`src/core/clk_src_pkg.sv`:
```
// package: constants and carriers for the slow and main clock source control
package clk_src_pkg;

  typedef enum logic [1:0] {RC_FREQ_8, RC_FREQ_16, RC_FREQ_24} rc_freq_t;

  // reset values
  localparam logic     RST_FAST_RC_ENABLE = 1'b1;
  localparam rc_freq_t RST_FAST_RC_FREQ   = RC_FREQ_8;
  localparam logic     RST_XTAL_ENABLE    = 1'b0;
  localparam logic     RST_MAIN_SELECT    = 1'b0;
  localparam logic [7:0] RST_USER_TRIM    = 8'h00;

  // timing counts
  localparam int SLOW_DIV          = 8;
  localparam int MEAS_SLOW_PERIODS = 16;
  localparam int RC_SETTLE_SLOW    = 2;
  localparam int SWITCH_SLOW       = 2;

  typedef struct packed {
    logic [7:0] value_low;
    logic [7:0] value_mid;
    logic [7:0] value_high;
  } trim_set_t;

  typedef struct packed {
    logic fast_rc_stable;
    logic main_crystal_stable;
    logic main_source_switch_done;
    logic slow_source_status;
    logic measurement_ready;
  } clk_status_t;

endpackage : clk_src_pkg

```
`src/core/clk_src_ctrl.sv`:
```
// slow and main clock source control, single clock domain
`timescale 1ns/1ps
module clk_src_ctrl #(
  parameter int TRIM_W  = 8,
  parameter int COUNT_W = 16
) (
  // clock and reset
  input  wire logic                         sys_clk,
  input  wire logic                         rst,
  // slow clock controls
  input  wire logic                         slow_crystal_select,
  input  wire logic                         slow_oscillator_bypass,
  input  wire logic                         slow_clock_in,
  // main oscillator controls
  input  wire logic                         fast_rc_enable,
  input  wire clk_src_pkg::rc_freq_t        fast_rc_frequency_select,
  input  wire logic                         main_crystal_enable,
  input  wire logic                         crystal_enable_write,
  input  wire logic [7:0]                   crystal_startup_count,
  input  wire logic                         main_crystal_bypass,
  input  wire logic                         main_source_select,
  // trimming
  input  wire clk_src_pkg::trim_set_t       factory_trim,
  input  wire clk_src_pkg::trim_set_t       user_trim_in,
  input  wire logic                         user_trim_write,
  input  wire logic                         user_trim_select_low,
  input  wire logic                         user_trim_select_mid,
  input  wire logic                         user_trim_select_high,
  // measurement and interrupt enables
  input  wire logic                         measurement_restart,
  input  wire logic                         irq_en_fast_rc,
  input  wire logic                         irq_en_crystal,
  input  wire logic                         irq_en_switch,
  // oscillator raw status
  input  wire logic                         fast_rc_ready_raw,
  input  wire logic                         crystal_ready_raw,
  // oscillator controls out
  output logic                              slow_rc_on,
  output logic                              slow_crystal_on,
  output logic                              slow_pins_to_osc,
  output logic                              slow_mux_crystal,
  output logic                              fast_rc_on,
  output clk_src_pkg::rc_freq_t             fast_rc_freq_out,
  output logic [TRIM_W-1:0]                 fast_rc_trim,
  output logic                              crystal_on,
  output logic                              crystal_pins_to_osc,
  output logic                              crystal_bypass_on,
  output logic                              main_mux_crystal,
  output logic                              main_clock_gate,
  // status and interrupt
  output clk_src_pkg::clk_status_t          status,
  output logic [COUNT_W-1:0]                measured_cycle_count,
  output logic                              irq
);

  // synchronisers: slow clock and oscillator ready lines
  logic [1:0] slow_sync_reg, rc_rdy_sync_reg, xt_rdy_sync_reg;
  logic       slow_prev_reg;
  always_ff @(posedge sys_clk or posedge rst)
    if (rst)
    begin
      slow_sync_reg   <= 2'b00;
      rc_rdy_sync_reg <= 2'b00;
      xt_rdy_sync_reg <= 2'b00;
      slow_prev_reg   <= 1'b0;
    end
    else
    begin
      slow_sync_reg   <= {slow_sync_reg[0], slow_clock_in};
      rc_rdy_sync_reg <= {rc_rdy_sync_reg[0], fast_rc_ready_raw};
      xt_rdy_sync_reg <= {xt_rdy_sync_reg[0], crystal_ready_raw};
      slow_prev_reg   <= slow_sync_reg[1];
    end

  // slow clock edge events
  wire slow_rise = slow_sync_reg[1] & ~slow_prev_reg;
  wire slow_fall = ~slow_sync_reg[1] & slow_prev_reg;

  // slow source sequence
  typedef enum logic [2:0] {SL_RC, SL_PINS, SL_XTAL_ON, SL_SWITCH, SL_DONE} slow_state_t;
  slow_state_t slow_state_reg, slow_state_next;
  always_comb
  begin
    slow_state_next = slow_state_reg;
    unique case (slow_state_reg)
      SL_RC:      if (slow_crystal_select) slow_state_next = SL_PINS;
      SL_PINS:    slow_state_next = SL_XTAL_ON;
      SL_XTAL_ON: if (slow_rise) slow_state_next = SL_SWITCH;
      SL_SWITCH:  if (slow_fall) slow_state_next = SL_DONE;
      // no way back except reset
      SL_DONE:    slow_state_next = SL_DONE;
    endcase
  end

  // power-up state runs slow RC only
  always_ff @(posedge sys_clk or posedge rst)
    if (rst) slow_state_reg <= SL_RC;
    else     slow_state_reg <= slow_state_next;

  // slow oscillator outputs from the sequence state
  always_ff @(posedge sys_clk or posedge rst)
    if (rst)
    begin
      slow_rc_on       <= 1'b1;
      slow_crystal_on  <= 1'b0;
      slow_pins_to_osc <= 1'b0;
      slow_mux_crystal <= 1'b0;
    end
    else
    begin
      slow_rc_on       <= (slow_state_next != SL_DONE);
      slow_crystal_on  <= (slow_state_next inside {SL_XTAL_ON, SL_SWITCH, SL_DONE})
                          & ~slow_oscillator_bypass;
      // pins stay inputs until the sequence
      slow_pins_to_osc <= (slow_state_next != SL_RC);
      slow_mux_crystal <= (slow_state_next == SL_DONE);
    end

  // slow clock divided by 8 tick for the start-up counter
  logic [2:0] div_reg;
  always_ff @(posedge sys_clk or posedge rst)
    if (rst)            div_reg <= 3'h0;
    else if (slow_rise) div_reg <= div_reg + 3'h1;
  wire div_tick = slow_rise & (div_reg == 3'(clk_src_pkg::SLOW_DIV - 1));

  // main crystal start-up counter
  logic [7:0] xt_count_reg;
  logic       xt_counting_reg, xt_stable_reg;
  always_ff @(posedge sys_clk or posedge rst)
    if (rst)
    begin
      xt_count_reg    <= 8'h00;
      xt_counting_reg <= 1'b0;
      xt_stable_reg   <= 1'b0;
    end
    else if (!main_crystal_enable)
    begin
      xt_counting_reg <= 1'b0;
      xt_stable_reg   <= 1'b0;
    end
    else if (crystal_enable_write)
    begin
      xt_count_reg    <= crystal_startup_count;
      xt_counting_reg <= 1'b1;
      xt_stable_reg   <= 1'b0;
    end
    else if (xt_counting_reg && xt_count_reg == 8'h00)
    begin
      xt_counting_reg <= 1'b0;
      xt_stable_reg   <= xt_rdy_sync_reg[1] | main_crystal_bypass;
    end
    else if (xt_counting_reg && div_tick)
      xt_count_reg <= xt_count_reg - 8'h01;

  // fast RC settle after enable or frequency change
  clk_src_pkg::rc_freq_t freq_prev_reg;
  logic [1:0] rc_settle_reg;
  logic       rc_stable_reg;
  wire freq_change = (fast_rc_frequency_select != freq_prev_reg);
  always_ff @(posedge sys_clk or posedge rst)
    if (rst)
    begin
      freq_prev_reg <= clk_src_pkg::RST_FAST_RC_FREQ;
      rc_settle_reg <= 2'(clk_src_pkg::RC_SETTLE_SLOW);
      rc_stable_reg <= 1'b0;
    end
    else
    begin
      freq_prev_reg <= fast_rc_frequency_select;
      if (!fast_rc_enable)
      begin
        rc_stable_reg <= 1'b0;
        rc_settle_reg <= 2'(clk_src_pkg::RC_SETTLE_SLOW);
      end
      else if (freq_change)
      begin
        rc_stable_reg <= 1'b0;
        rc_settle_reg <= 2'(clk_src_pkg::RC_SETTLE_SLOW);
      end
      else if (rc_settle_reg != 2'h0)
      begin
        if (slow_rise) rc_settle_reg <= rc_settle_reg - 2'h1;
      end
      else rc_stable_reg <= rc_rdy_sync_reg[1];
    end

  // glitch-free main source switch, completes on slow edges
  logic       sel_prev_reg, sw_done_reg;
  logic [1:0] sw_wait_reg;
  always_ff @(posedge sys_clk or posedge rst)
    if (rst)
    begin
      sel_prev_reg     <= clk_src_pkg::RST_MAIN_SELECT;
      sw_wait_reg      <= 2'h0;
      sw_done_reg      <= 1'b1;
      main_mux_crystal <= clk_src_pkg::RST_MAIN_SELECT;
    end
    else
    begin
      sel_prev_reg <= main_source_select;
      if (main_source_select != sel_prev_reg)
      begin
        sw_done_reg <= 1'b0;
        sw_wait_reg <= 2'(clk_src_pkg::SWITCH_SLOW);
      end
      else if (!sw_done_reg && slow_rise)
      begin
        if (sw_wait_reg == 2'h1)
        begin
          main_mux_crystal <= main_source_select;
          sw_done_reg      <= main_source_select ? xt_stable_reg : rc_stable_reg;
        end
        sw_wait_reg <= sw_wait_reg - 2'h1;
      end
    end

  // user trim storage, back to defaults on every reset
  clk_src_pkg::trim_set_t user_trim_reg;
  always_ff @(posedge sys_clk or posedge rst)
    if (rst)                  user_trim_reg <= {3{clk_src_pkg::RST_USER_TRIM}};
    else if (user_trim_write) user_trim_reg <= user_trim_in;

  wire [7:0] trim_low  = user_trim_select_low  ? user_trim_reg.value_low  : factory_trim.value_low;
  wire [7:0] trim_mid  = user_trim_select_mid  ? user_trim_reg.value_mid  : factory_trim.value_mid;
  wire [7:0] trim_high = user_trim_select_high ? user_trim_reg.value_high : factory_trim.value_high;
  wire [7:0] trim_sel  = (fast_rc_frequency_select == clk_src_pkg::RC_FREQ_24) ? trim_high :
                         (fast_rc_frequency_select == clk_src_pkg::RC_FREQ_16) ? trim_mid  :
                         trim_low;

  // frequency measurement from a slow rise to the 16th slow fall
  logic [4:0]         meas_slow_reg;
  logic               meas_arm_reg, meas_run_reg, meas_rdy_reg;
  logic [COUNT_W-1:0] meas_cnt_reg;
  wire meas_start = measurement_restart | (main_source_select != sel_prev_reg)
                  | (rc_rdy_sync_reg[1] & ~rc_stable_reg & fast_rc_enable & ~freq_change)
                  | (crystal_enable_write & main_crystal_enable);
  always_ff @(posedge sys_clk or posedge rst)
    if (rst)
    begin
      meas_arm_reg  <= 1'b0;
      meas_run_reg  <= 1'b0;
      meas_rdy_reg  <= 1'b0;
      meas_slow_reg <= 5'h00;
      meas_cnt_reg  <= '0;
    end
    else if (meas_start)
    begin
      meas_arm_reg <= 1'b1;
      meas_run_reg <= 1'b0;
      meas_rdy_reg <= 1'b0;
    end
    else if (meas_arm_reg && slow_rise)
    begin
      meas_arm_reg  <= 1'b0;
      meas_run_reg  <= 1'b1;
      meas_slow_reg <= 5'h00;
      meas_cnt_reg  <= '0;
    end
    else if (meas_run_reg)
    begin
      meas_cnt_reg <= meas_cnt_reg + 1'b1;
      if (slow_fall)
      begin
        meas_slow_reg <= meas_slow_reg + 5'h01;
        if (meas_slow_reg == 5'(clk_src_pkg::MEAS_SLOW_PERIODS - 1))
        begin
          meas_run_reg <= 1'b0;
          meas_rdy_reg <= 1'b1;
        end
      end
    end

  // registered oscillator controls and status
  logic rc_stable_d_reg, xt_stable_d_reg, sw_done_d_reg;
  always_ff @(posedge sys_clk or posedge rst)
    if (rst)
    begin
      // fast RC on, 8 MHz, selected
      fast_rc_on           <= clk_src_pkg::RST_FAST_RC_ENABLE;
      fast_rc_freq_out     <= clk_src_pkg::RST_FAST_RC_FREQ;
      fast_rc_trim         <= '0;
      crystal_on           <= clk_src_pkg::RST_XTAL_ENABLE;
      crystal_pins_to_osc  <= 1'b0;
      crystal_bypass_on    <= 1'b0;
      main_clock_gate      <= 1'b0;
      status               <= '0;
      measured_cycle_count <= '0;
      irq                  <= 1'b0;
      rc_stable_d_reg      <= 1'b0;
      xt_stable_d_reg      <= 1'b0;
      sw_done_d_reg        <= 1'b1;
    end
    else
    begin
      fast_rc_on           <= fast_rc_enable;
      fast_rc_freq_out     <= fast_rc_frequency_select;
      fast_rc_trim         <= TRIM_W'(trim_sel);
      crystal_on           <= main_crystal_enable & ~main_crystal_bypass;
      crystal_pins_to_osc  <= main_crystal_enable | main_crystal_bypass;
      crystal_bypass_on    <= main_crystal_bypass;
      main_clock_gate      <= main_mux_crystal ? xt_stable_reg : rc_stable_reg;
      // slow status taken from the slow source mux select
      status.slow_source_status      <= slow_mux_crystal;
      status.fast_rc_stable          <= rc_stable_reg;
      status.main_crystal_stable     <= xt_stable_reg;
      status.main_source_switch_done <= sw_done_reg;
      status.measurement_ready       <= meas_rdy_reg;
      measured_cycle_count <= meas_rdy_reg ? meas_cnt_reg : '0;
      rc_stable_d_reg      <= rc_stable_reg;
      xt_stable_d_reg      <= xt_stable_reg;
      sw_done_d_reg        <= sw_done_reg;
      irq <= (irq_en_fast_rc & rc_stable_reg & ~rc_stable_d_reg)
           | (irq_en_crystal & xt_stable_reg & ~xt_stable_d_reg)
           | (irq_en_switch  & sw_done_reg   & ~sw_done_d_reg);
    end

endmodule : clk_src_ctrl

```
`config.mk`:
```
export PLATFORM = sky130hd
export DESIGN_NAME = clk_src_ctrl
export DESIGN_NICKNAME = d
export VERILOG_FILES = /design/src/core/clk_src_pkg.sv /design/src/core/clk_src_ctrl.sv
export SDC_FILE = /design/constraint.sdc
export NUM_CORES = 1
export LEC_CHECK = 0
export ABC_AREA = 1
export BUFFER_PORTS_ARGS = -buffer_cell sky130_fd_sc_hd__buf_2
export CAP_MARGIN = 15
export CORE_MARGIN = 2
export CORE_UTILIZATION = 40
export CTS_CLUSTER_SIZE = 40
export DETAILED_ROUTE_END_ITERATION = 10
export GPL_TIMING_DRIVEN = 0
export PLACE_DENSITY = 0.72
export SYNTH_ARGS = -nofsm -noshare
export SYNTH_HDL_FRONTEND = slang
export SYNTH_SLANG_ARGS = --single-unit
```
`constraint.sdc`:
```
create_clock -name sys_clk -period 4.5 [get_ports sys_clk]
set_input_delay 1.35 -clock sys_clk [delete_from_list [all_inputs] [get_ports sys_clk]]
set_output_delay 1.35 -clock sys_clk [all_outputs]
set_load 0.05 [all_outputs]
```
Yosys cells after proc, flatten, opt, wreduce, memory -nomap -nowiden. Index checks and enable logic that the tools add are counted.

Word-level logic and storage cells: 178. Output and inout bits: 42. Bits of input ports: 78. Flip-flop bits (word level): 121.

Muxes and demuxes: 50. Bitwise operators: 33. Add/sub/neg operators: 6. Reduce and logical (&&, ||, !) cells: 26. Eq/ne operators: 21.

Operators with widths (number): 8-bit two-way mux (8); 16-bit two-way mux (3); 1-bit two-way mux (26); 2-bit nonzero test (10); 16-bit by 1-bit adder with 16-bit output (second input constant) (1); 1-bit bitwise AND (15); 5-bit two-way mux (3); 3-bit case mux with 5 select lines (1); 3-bit by 2-bit == test with 1-bit output (second input constant) (4); 2-bit two-way mux (6); 1-bit NOT (11); 3-bit == test (second input constant) (3); 3-bit two-way mux (3); 3-bit by 1-bit inequality test with 1-bit output (second input constant) (3); 3-bit AND reduction (3); 8-bit logical NOT (1); 8-bit by 1-bit subtractor with 8-bit output (second input constant) (1); 1-bit OR (7); 3-bit inequality test (second input constant) (2); 2-bit AND reduction (3); 3-bit nonzero test (2); 5-bit by 1-bit adder with 5-bit output (second input constant) (1); 5-bit by 4-bit == test with 1-bit output (second input constant) (1); 2-bit by 1-bit == test with 1-bit output (second input constant) (2); 11 further kinds (16).

Depth between registers and ports, before layout. Gate-level depths: netlist of the first run.

Depth after elaboration: 8. Gate-level depth with buffers: 10. Depth with buffers taken out: 9.

Worst setup path before layout of the first run. No wires, ideal clock.

Path type: input-to-reg. From: in main_source_select. To: reg meas_cnt_reg[5]. Library setup time: 126 ps. Stages on the path: 6. Data required time: 4374 ps. Path buffers: 1. Slack: 2305 ps. Arrival time: 2069 ps. Path through: xor2_2 -> nor2_2 -> nand3_2 -> buf_4 -> nand2_1 -> o21ai_0.

Word-level cells in the longest chain between the ends: 6.

RTL lines: start, declared (line clk_src_ctrl.sv:21) `input wire logic main_source_select,`; 1-bit inequality test (line clk_src_ctrl.sv:234) `wire meas_start = measurement_restart | (main_source_select != sel_prev_reg)`; 1-bit OR (line clk_src_ctrl.sv:234); 1-bit OR (line clk_src_ctrl.sv:235) `| (rc_rdy_sync_reg[1] & ~rc_stable_reg & fast_rc_enable & ~freq_change)`; 1-bit OR (line clk_src_ctrl.sv:236) `| (crystal_enable_write & main_crystal_enable);`; 1-bit NOT (no line); 2-bit AND reduction (no line); end signal, assigned (line clk_src_ctrl.sv:261) `meas_cnt_reg <= meas_cnt_reg + 1'b1;`; end, declared (line clk_src_ctrl.sv:233) `logic [COUNT_W-1:0] meas_cnt_reg;`.

No other way between the ends. A chain may end at the register's enable or synchronous reset.

Worst setup path in the final report of the first run.
From: reg fast_rc_on. To: out fast_rc_on.

RTL lines: start, declared (line clk_src_ctrl.sv:42) `output logic fast_rc_on,`; start signal, assigned (line clk_src_ctrl.sv:279) `fast_rc_on <= clk_src_pkg::RST_FAST_RC_ENABLE;`; start signal, assigned (line clk_src_ctrl.sv:295) `fast_rc_on <= fast_rc_enable;`.

No word-level cell between the ends.

==> flow_summary.ini, run 1 <==
[clock_tree]
max-clock-path-buffers = 2
hold_buffers = 0
cts_setup_buffers = 0
cts.sinks = 121
insertion_delay_ns = 0.41
path_clk_slew_ns = 0.06
cts_max_level = 4
clockRootBuffer = clkbuf_16
cts_buffers = 17
post_cts_resized = 0
cts_tree = built

[worst_setup_path]
cp.arrival_ns = 1.17
worstPathMaxFanout = 1
start_kind = register
slowest_delay_ns = 0.51
critPathTopFamily = flip-flops
cp_slowest_cell = dfstp_2
critPathCaptureType = primary output
worst-path-buf-inv = 1
crit_chain = buf_2
required_ns = 3.15
worstSetupPathType = reg2out

[floorplan]
rows = 43
fp.dieArea_um2 = 14900
coreArea_um2 = 13700
die_width_um = 122
start_util_pct = 40.6
ios = 120
die_height_um = 122

[sta]
period_share_pct = 56.1
hold_violations = 0
layout_setup_ws_ns = 1.98
rsz0062_at_grt = false
period_minus_slack_ns = 2.52
drv_slew = 0
skew_ns = 0.0184
slew_headroom_pct = 43.6
fmax_ghz = 0.396
setup_violations = 0
tightest_slew_ns = 0.845
tns_ns = 0

[routing]
viasPerCell = 4.79
route.detailed.drc = 0
vias = 4666
routed_wl_um = 12500
dr.pass1.iters = 5
drt_iter0_drc = 315
antenna_left = 0
wire_per_inst_um = 12.8

[layout]
fin_util_pct = 51.0
antenna_cells = 0
layout-drive-gt1-share_pct = 24.4
area_growth_pct = 25.7
largest_reg_flops = 24
finalNetCount = 869

[global_routing]
grt_pass1_vias = 4374
grt_pass1_wl_um = 20600
grt_antenna_before_repair = 0
grt_usage_pct = 17.7
grt_start_max_net_pins = 43
overflow = 0

[synthesis]
syn_area_um2 = 5570
ys_seq_area_share_pct = 54.5
synth_simple_gate_area_share_pct = 22.2
synth_fp_nets = 731
yosysWarningCount = 0
avgSynthCellArea_um2 = 8.65
synthXorXnorAreaFrac_pct = 2.02
synth_cell_type_count = 35
syn_inst = 644
synth_fa_ha_area_share_pct = 2.02
synth_seq_cells = 121
synth_compound_area_share_pct = 10.0
synthMuxAreaShare_pct = 1.62
synth_top_family_by_area = simple AND/OR/NAND/NOR gates

[pwr]
pwr-share-comb_pct = 18.8
ir_drop_mv = 0.248
internal_power_uw = 2270
p_seq_share_pct = 40.4
p_leak_uw = 0.00367
sw_frac_of_total_pct = 29.9
p_per_area_nw_per_um2 = 464
switchingPower_uw = 971
p_clk_share_pct = 40.8

[min_path]
worstHoldPathType = reg2reg

[placed_design]
post-place-ws_ns = 1.86
port_buffers = 117
place_hpwl_um = 9010
place_congestion = 0.883

[flow_run]
max-cap-violations = 0

[run_status]
outcome = finished clean
[final timing paths]
path	start	end	slack [ns]	depth (start not counted)
max	fast_rc_on	fast_rc_on	1.98	1
min	rc_rdy_sync_reg[0]	rc_rdy_sync_reg[1]	0.34	0
max reg2reg	slow_prev_reg	meas_slow_reg[0]	2.92	8
min reg2reg	rc_rdy_sync_reg[0]	rc_rdy_sync_reg[1]	0.34	0
max in group asynchronous	rst	sw_done_reg	2.40	4
min in group asynchronous	rst	fast_rc_trim[6]	1.09	2
[power by group through the flow]
stage | clock (uW) | combinational [uW] | sequential [uW]
6_report | 1320 | 609 | 1310
5_1_grt | 1390 | 689 | 1330
4_1_cts | 1350 | 610 | 1310
3_5_place_dp | 0 | 607 | 1330
3_3_place_gp | 0 | 580 | 1320
2_1_floorplan | 0 | 320 | 1440
[layer usage]
metal  GRT usage [%]  share of wire [%]  vias up
li1                -                  -     2337
met1            22.8                 45     2143
met2            28.4                 47      166
met3            4.63                5.9       20
met4            7.04                1.9        0
met5               0                  0        -
[per-stage QoR]
stage               hold slack, ns  cell area, um^2  std cells  power [uW]
CTS                          0.347             7000        975        3270
finish                       0.342             7000        975        3250
global placement             0.332             6380        941        1900
global route                 0.351             7000        975        3410
floorplan                    0.331             5570        644        1760
detailed placement           0.335             6420        943        1940
[area by class of cell]
type                       instances  area (um^2)
fill                            1276         6720
sequential                       121         3030
multi-input combinational        418         2110
timing repair buffer             119          626
clock buffer                      23          478
inverter                          87          330
tap                              180          225
buffer                            18          100
clock inverter                     9         98.8
[Yosys cell counts]
cell type,n,share of area [%]
inv_2,2,0.13
nor2_2,4,0.45
o21ai_1,12,1.1
buf_1,1,0.067
xor2_1,7,1.1
or2_2,8,0.90
a211o_1,1,0.16
nand3_1,40,3.6
buf_4,4,0.54
buf_2,2,0.18
o221ai_1,1,0.16
xor2_2,1,0.29
nor2_1,58,3.9
o32ai_1,8,1.3
a21oi_1,14,1.3
xnor2_1,4,0.63
o22ai_1,2,0.22
nand2_1,164,11
inv_1,85,5.7
o211ai_1,8,1.1
and3_1,1,0.11
o21ai_2,1,0.16
mux2_2,8,1.6
buf_6,2,0.40
ha_1,9,2.0
nand2_2,4,0.45
nor2_4,1,0.20
dfstp_2,5,2.4
clkbuf_1,9,0.61
dfrtp_1,116,52
nor3_1,1,0.090
o21bai_1,3,0.40
nand4_1,8,0.90
o21ai_0,47,4.2
nand3_2,3,0.54
[placed cells by master, fill, tap and decap left out, drive strengths merged, types with 9 or more instances in the layout]
cell	Yosys	final
inv	87	86
clkbuf	9	32
nand2	168	168
dfrtp	116	116
nand3	43	43
buf	9	128
a21oi	14	14
o21ai	60	60
nor2	63	63
ha	9	9
[logic make-up after synthesis]
logic type | Yosys count
AND/OR/NAND/NOR | 292
flip-flops | 121
buffers and inverters | 105
AO/OA/AOI/OAI | 97
XOR/XNOR | 12
adder cells (fa/ha/maj) | 9
multiplexers | 8
Power figures use the tool's default switching activity.
==> run 2: changes to the inputs <==
Settings changed: PLACE_DENSITY 0.72 to 0.7.
Clock period 4.5 ns to 2.4 ns, I/O delays scaled along.
==> run 2 against run 1 <==
Compared with the run above:
- sequential power is 88% higher
- combinational power is 84% higher
- global-route usage is 0.062 points lower
- total power is 93% higher
- count of clock-buffer cells in the layout is 3 lower
- sequential share of layout area is 0.32 points lower
- largest cell class unchanged
- highest routed layer unchanged
==> flow_summary.ini, run 2 (same netlist as run 1, synthesis figures left out) <==
[run_status]
outcome = finished clean

[clock_tree]
cts_tree = built
cts_max_level = 4
cts_buffers = 17
insertion_delay_ns = 0.41
post_cts_resized = 0
hold_buffers = 0
cts_setup_buffers = 0
cts.sinks = 121
path_clk_slew_ns = 0.06
clockRootBuffer = clkbuf_16
max-clock-path-buffers = 2

[worst_setup_path]
start_kind = register
slowest_delay_ns = 0.51
worstSetupPathType = reg2out
crit_chain = buf_2
cp.arrival_ns = 1.18
worst-path-buf-inv = 1
cp_slowest_cell = dfstp_2
critPathTopFamily = flip-flops
required_ns = 1.68
critPathCaptureType = primary output
worstPathMaxFanout = 1

[sta]
drv_slew = 0
period_share_pct = 79.3
tightest_slew_ns = 0.873
fmax_ghz = 0.525
tns_ns = 0
skew_ns = 0.00701
hold_violations = 0
rsz0062_at_grt = false
period_minus_slack_ns = 1.90
slew_headroom_pct = 41.7
setup_violations = 0

[pwr]
p_per_area_nw_per_um2 = 888
ir_drop_mv = 0.446
p_leak_uw = 0.00368

[layout]
mostFrequentLayoutCells = nand2_1, buf_2, dfrtp_1
antenna_cells = 0
final_common_cell = nand2_1
largest_reg_flops = 24
area_growth_pct = 26.6
layout-drive-gt1-share_pct = 24.7
layoutNonFillerInstCount = 975
finalNetCount = 869

[placed_design]
port_buffers = 117
place_congestion = 0.866
place_hpwl_um = 8740
dpl.cell_count = 943

[floorplan]
ios = 120
coreArea_um2 = 13700
die_width_um = 122
fp.dieArea_um2 = 14900
die_height_um = 122
start_util_pct = 40.6
rows = 43

[global_routing]
grt_pass1_wl_um = 20400
grt_pass1_vias = 4349
grt_usage_pct = 17.6
grt_antenna_before_repair = 0
grt_start_max_net_pins = 44
overflow = 0

[routing]
drt_iter0_drc = 241
dr.pass1.iters = 4
route.detailed.drc = 0
wire_per_inst_um = 12.4
vias = 4548
routed_wl_um = 12000
viasPerCell = 4.66
antenna_left = 0

[flow_run]
max-cap-violations = 0

[min_path]
worstHoldPathType = reg2reg
## run 2: cell count changes in the layout (fill, tap and decap cells not counted), sizes merged
cell      change
bufinv        +2
clkinvlp      +2
clkinv        -1
clkbuf        -3
## run 2: routing by layer
layer | GRT usage, % | wire, um | vias to the layer above
met2 | 28.8 | 5720 | 121
met1 | 22.4 | 5590 | 2074
met4 | 6.82 | 176 | 0
li1 | - | - | 2338
met5 | 0 | 0 | -
met3 | 4.59 | 565 | 15
## run 2: final timing paths
kind                             startpoint          endpoint  slack (ns)  depth (start not counted)
min                        slow_sync_reg[0]  slow_sync_reg[1]        0.34                          0
max                              fast_rc_on        fast_rc_on        0.50                          1
max in group asynchronous               rst     sw_done_d_reg        0.92                          4
min reg2reg                slow_sync_reg[0]  slow_sync_reg[1]        0.34                          0
min in group asynchronous               rst   fast_rc_trim[6]        0.48                          2
max reg2reg                   slow_prev_reg  meas_slow_reg[0]        0.86                          8
## run 2: power by group
part	leakage (uW)	total, uW	switching (uW)	internal, uW
sequential	0.00153	2460	166	2300
combinational	0.00185	1120	752	364
clock	0.000306	2690	902	1790
## run 2: final cells by class
cell class                      instances  area [um^2]
Clock inverter                         12          173
Timing Repair Buffer                  119          626
Tap cell                              180          225
Clock buffer                           20          457
Fill cell                            1297         6670
Buffer                                 18          100
Inverter                               87          330
Sequential cell                       121         3030
Multi-Input combinational cell        418         2110
## run 2: stage by stage
stage | utilization, % | hold slack [ns] | area [um^2] | setup WS, ns | power (uW)
2_1_floorplan | - | 0.331 | 5570 | 0.201 | 3290
3_3_place_gp | 46.5 | 0.332 | 6380 | -0.592 | 3570
3_5_place_dp | 46.8 | 0.335 | 6420 | 0.331 | 3620
4_1_cts | 51.4 | 0.346 | 7050 | 0.465 | 6340
5_1_grt | 51.4 | 0.351 | 7050 | 0.460 | 6610
6_report | 51.4 | 0.344 | 7050 | 0.497 | 6270
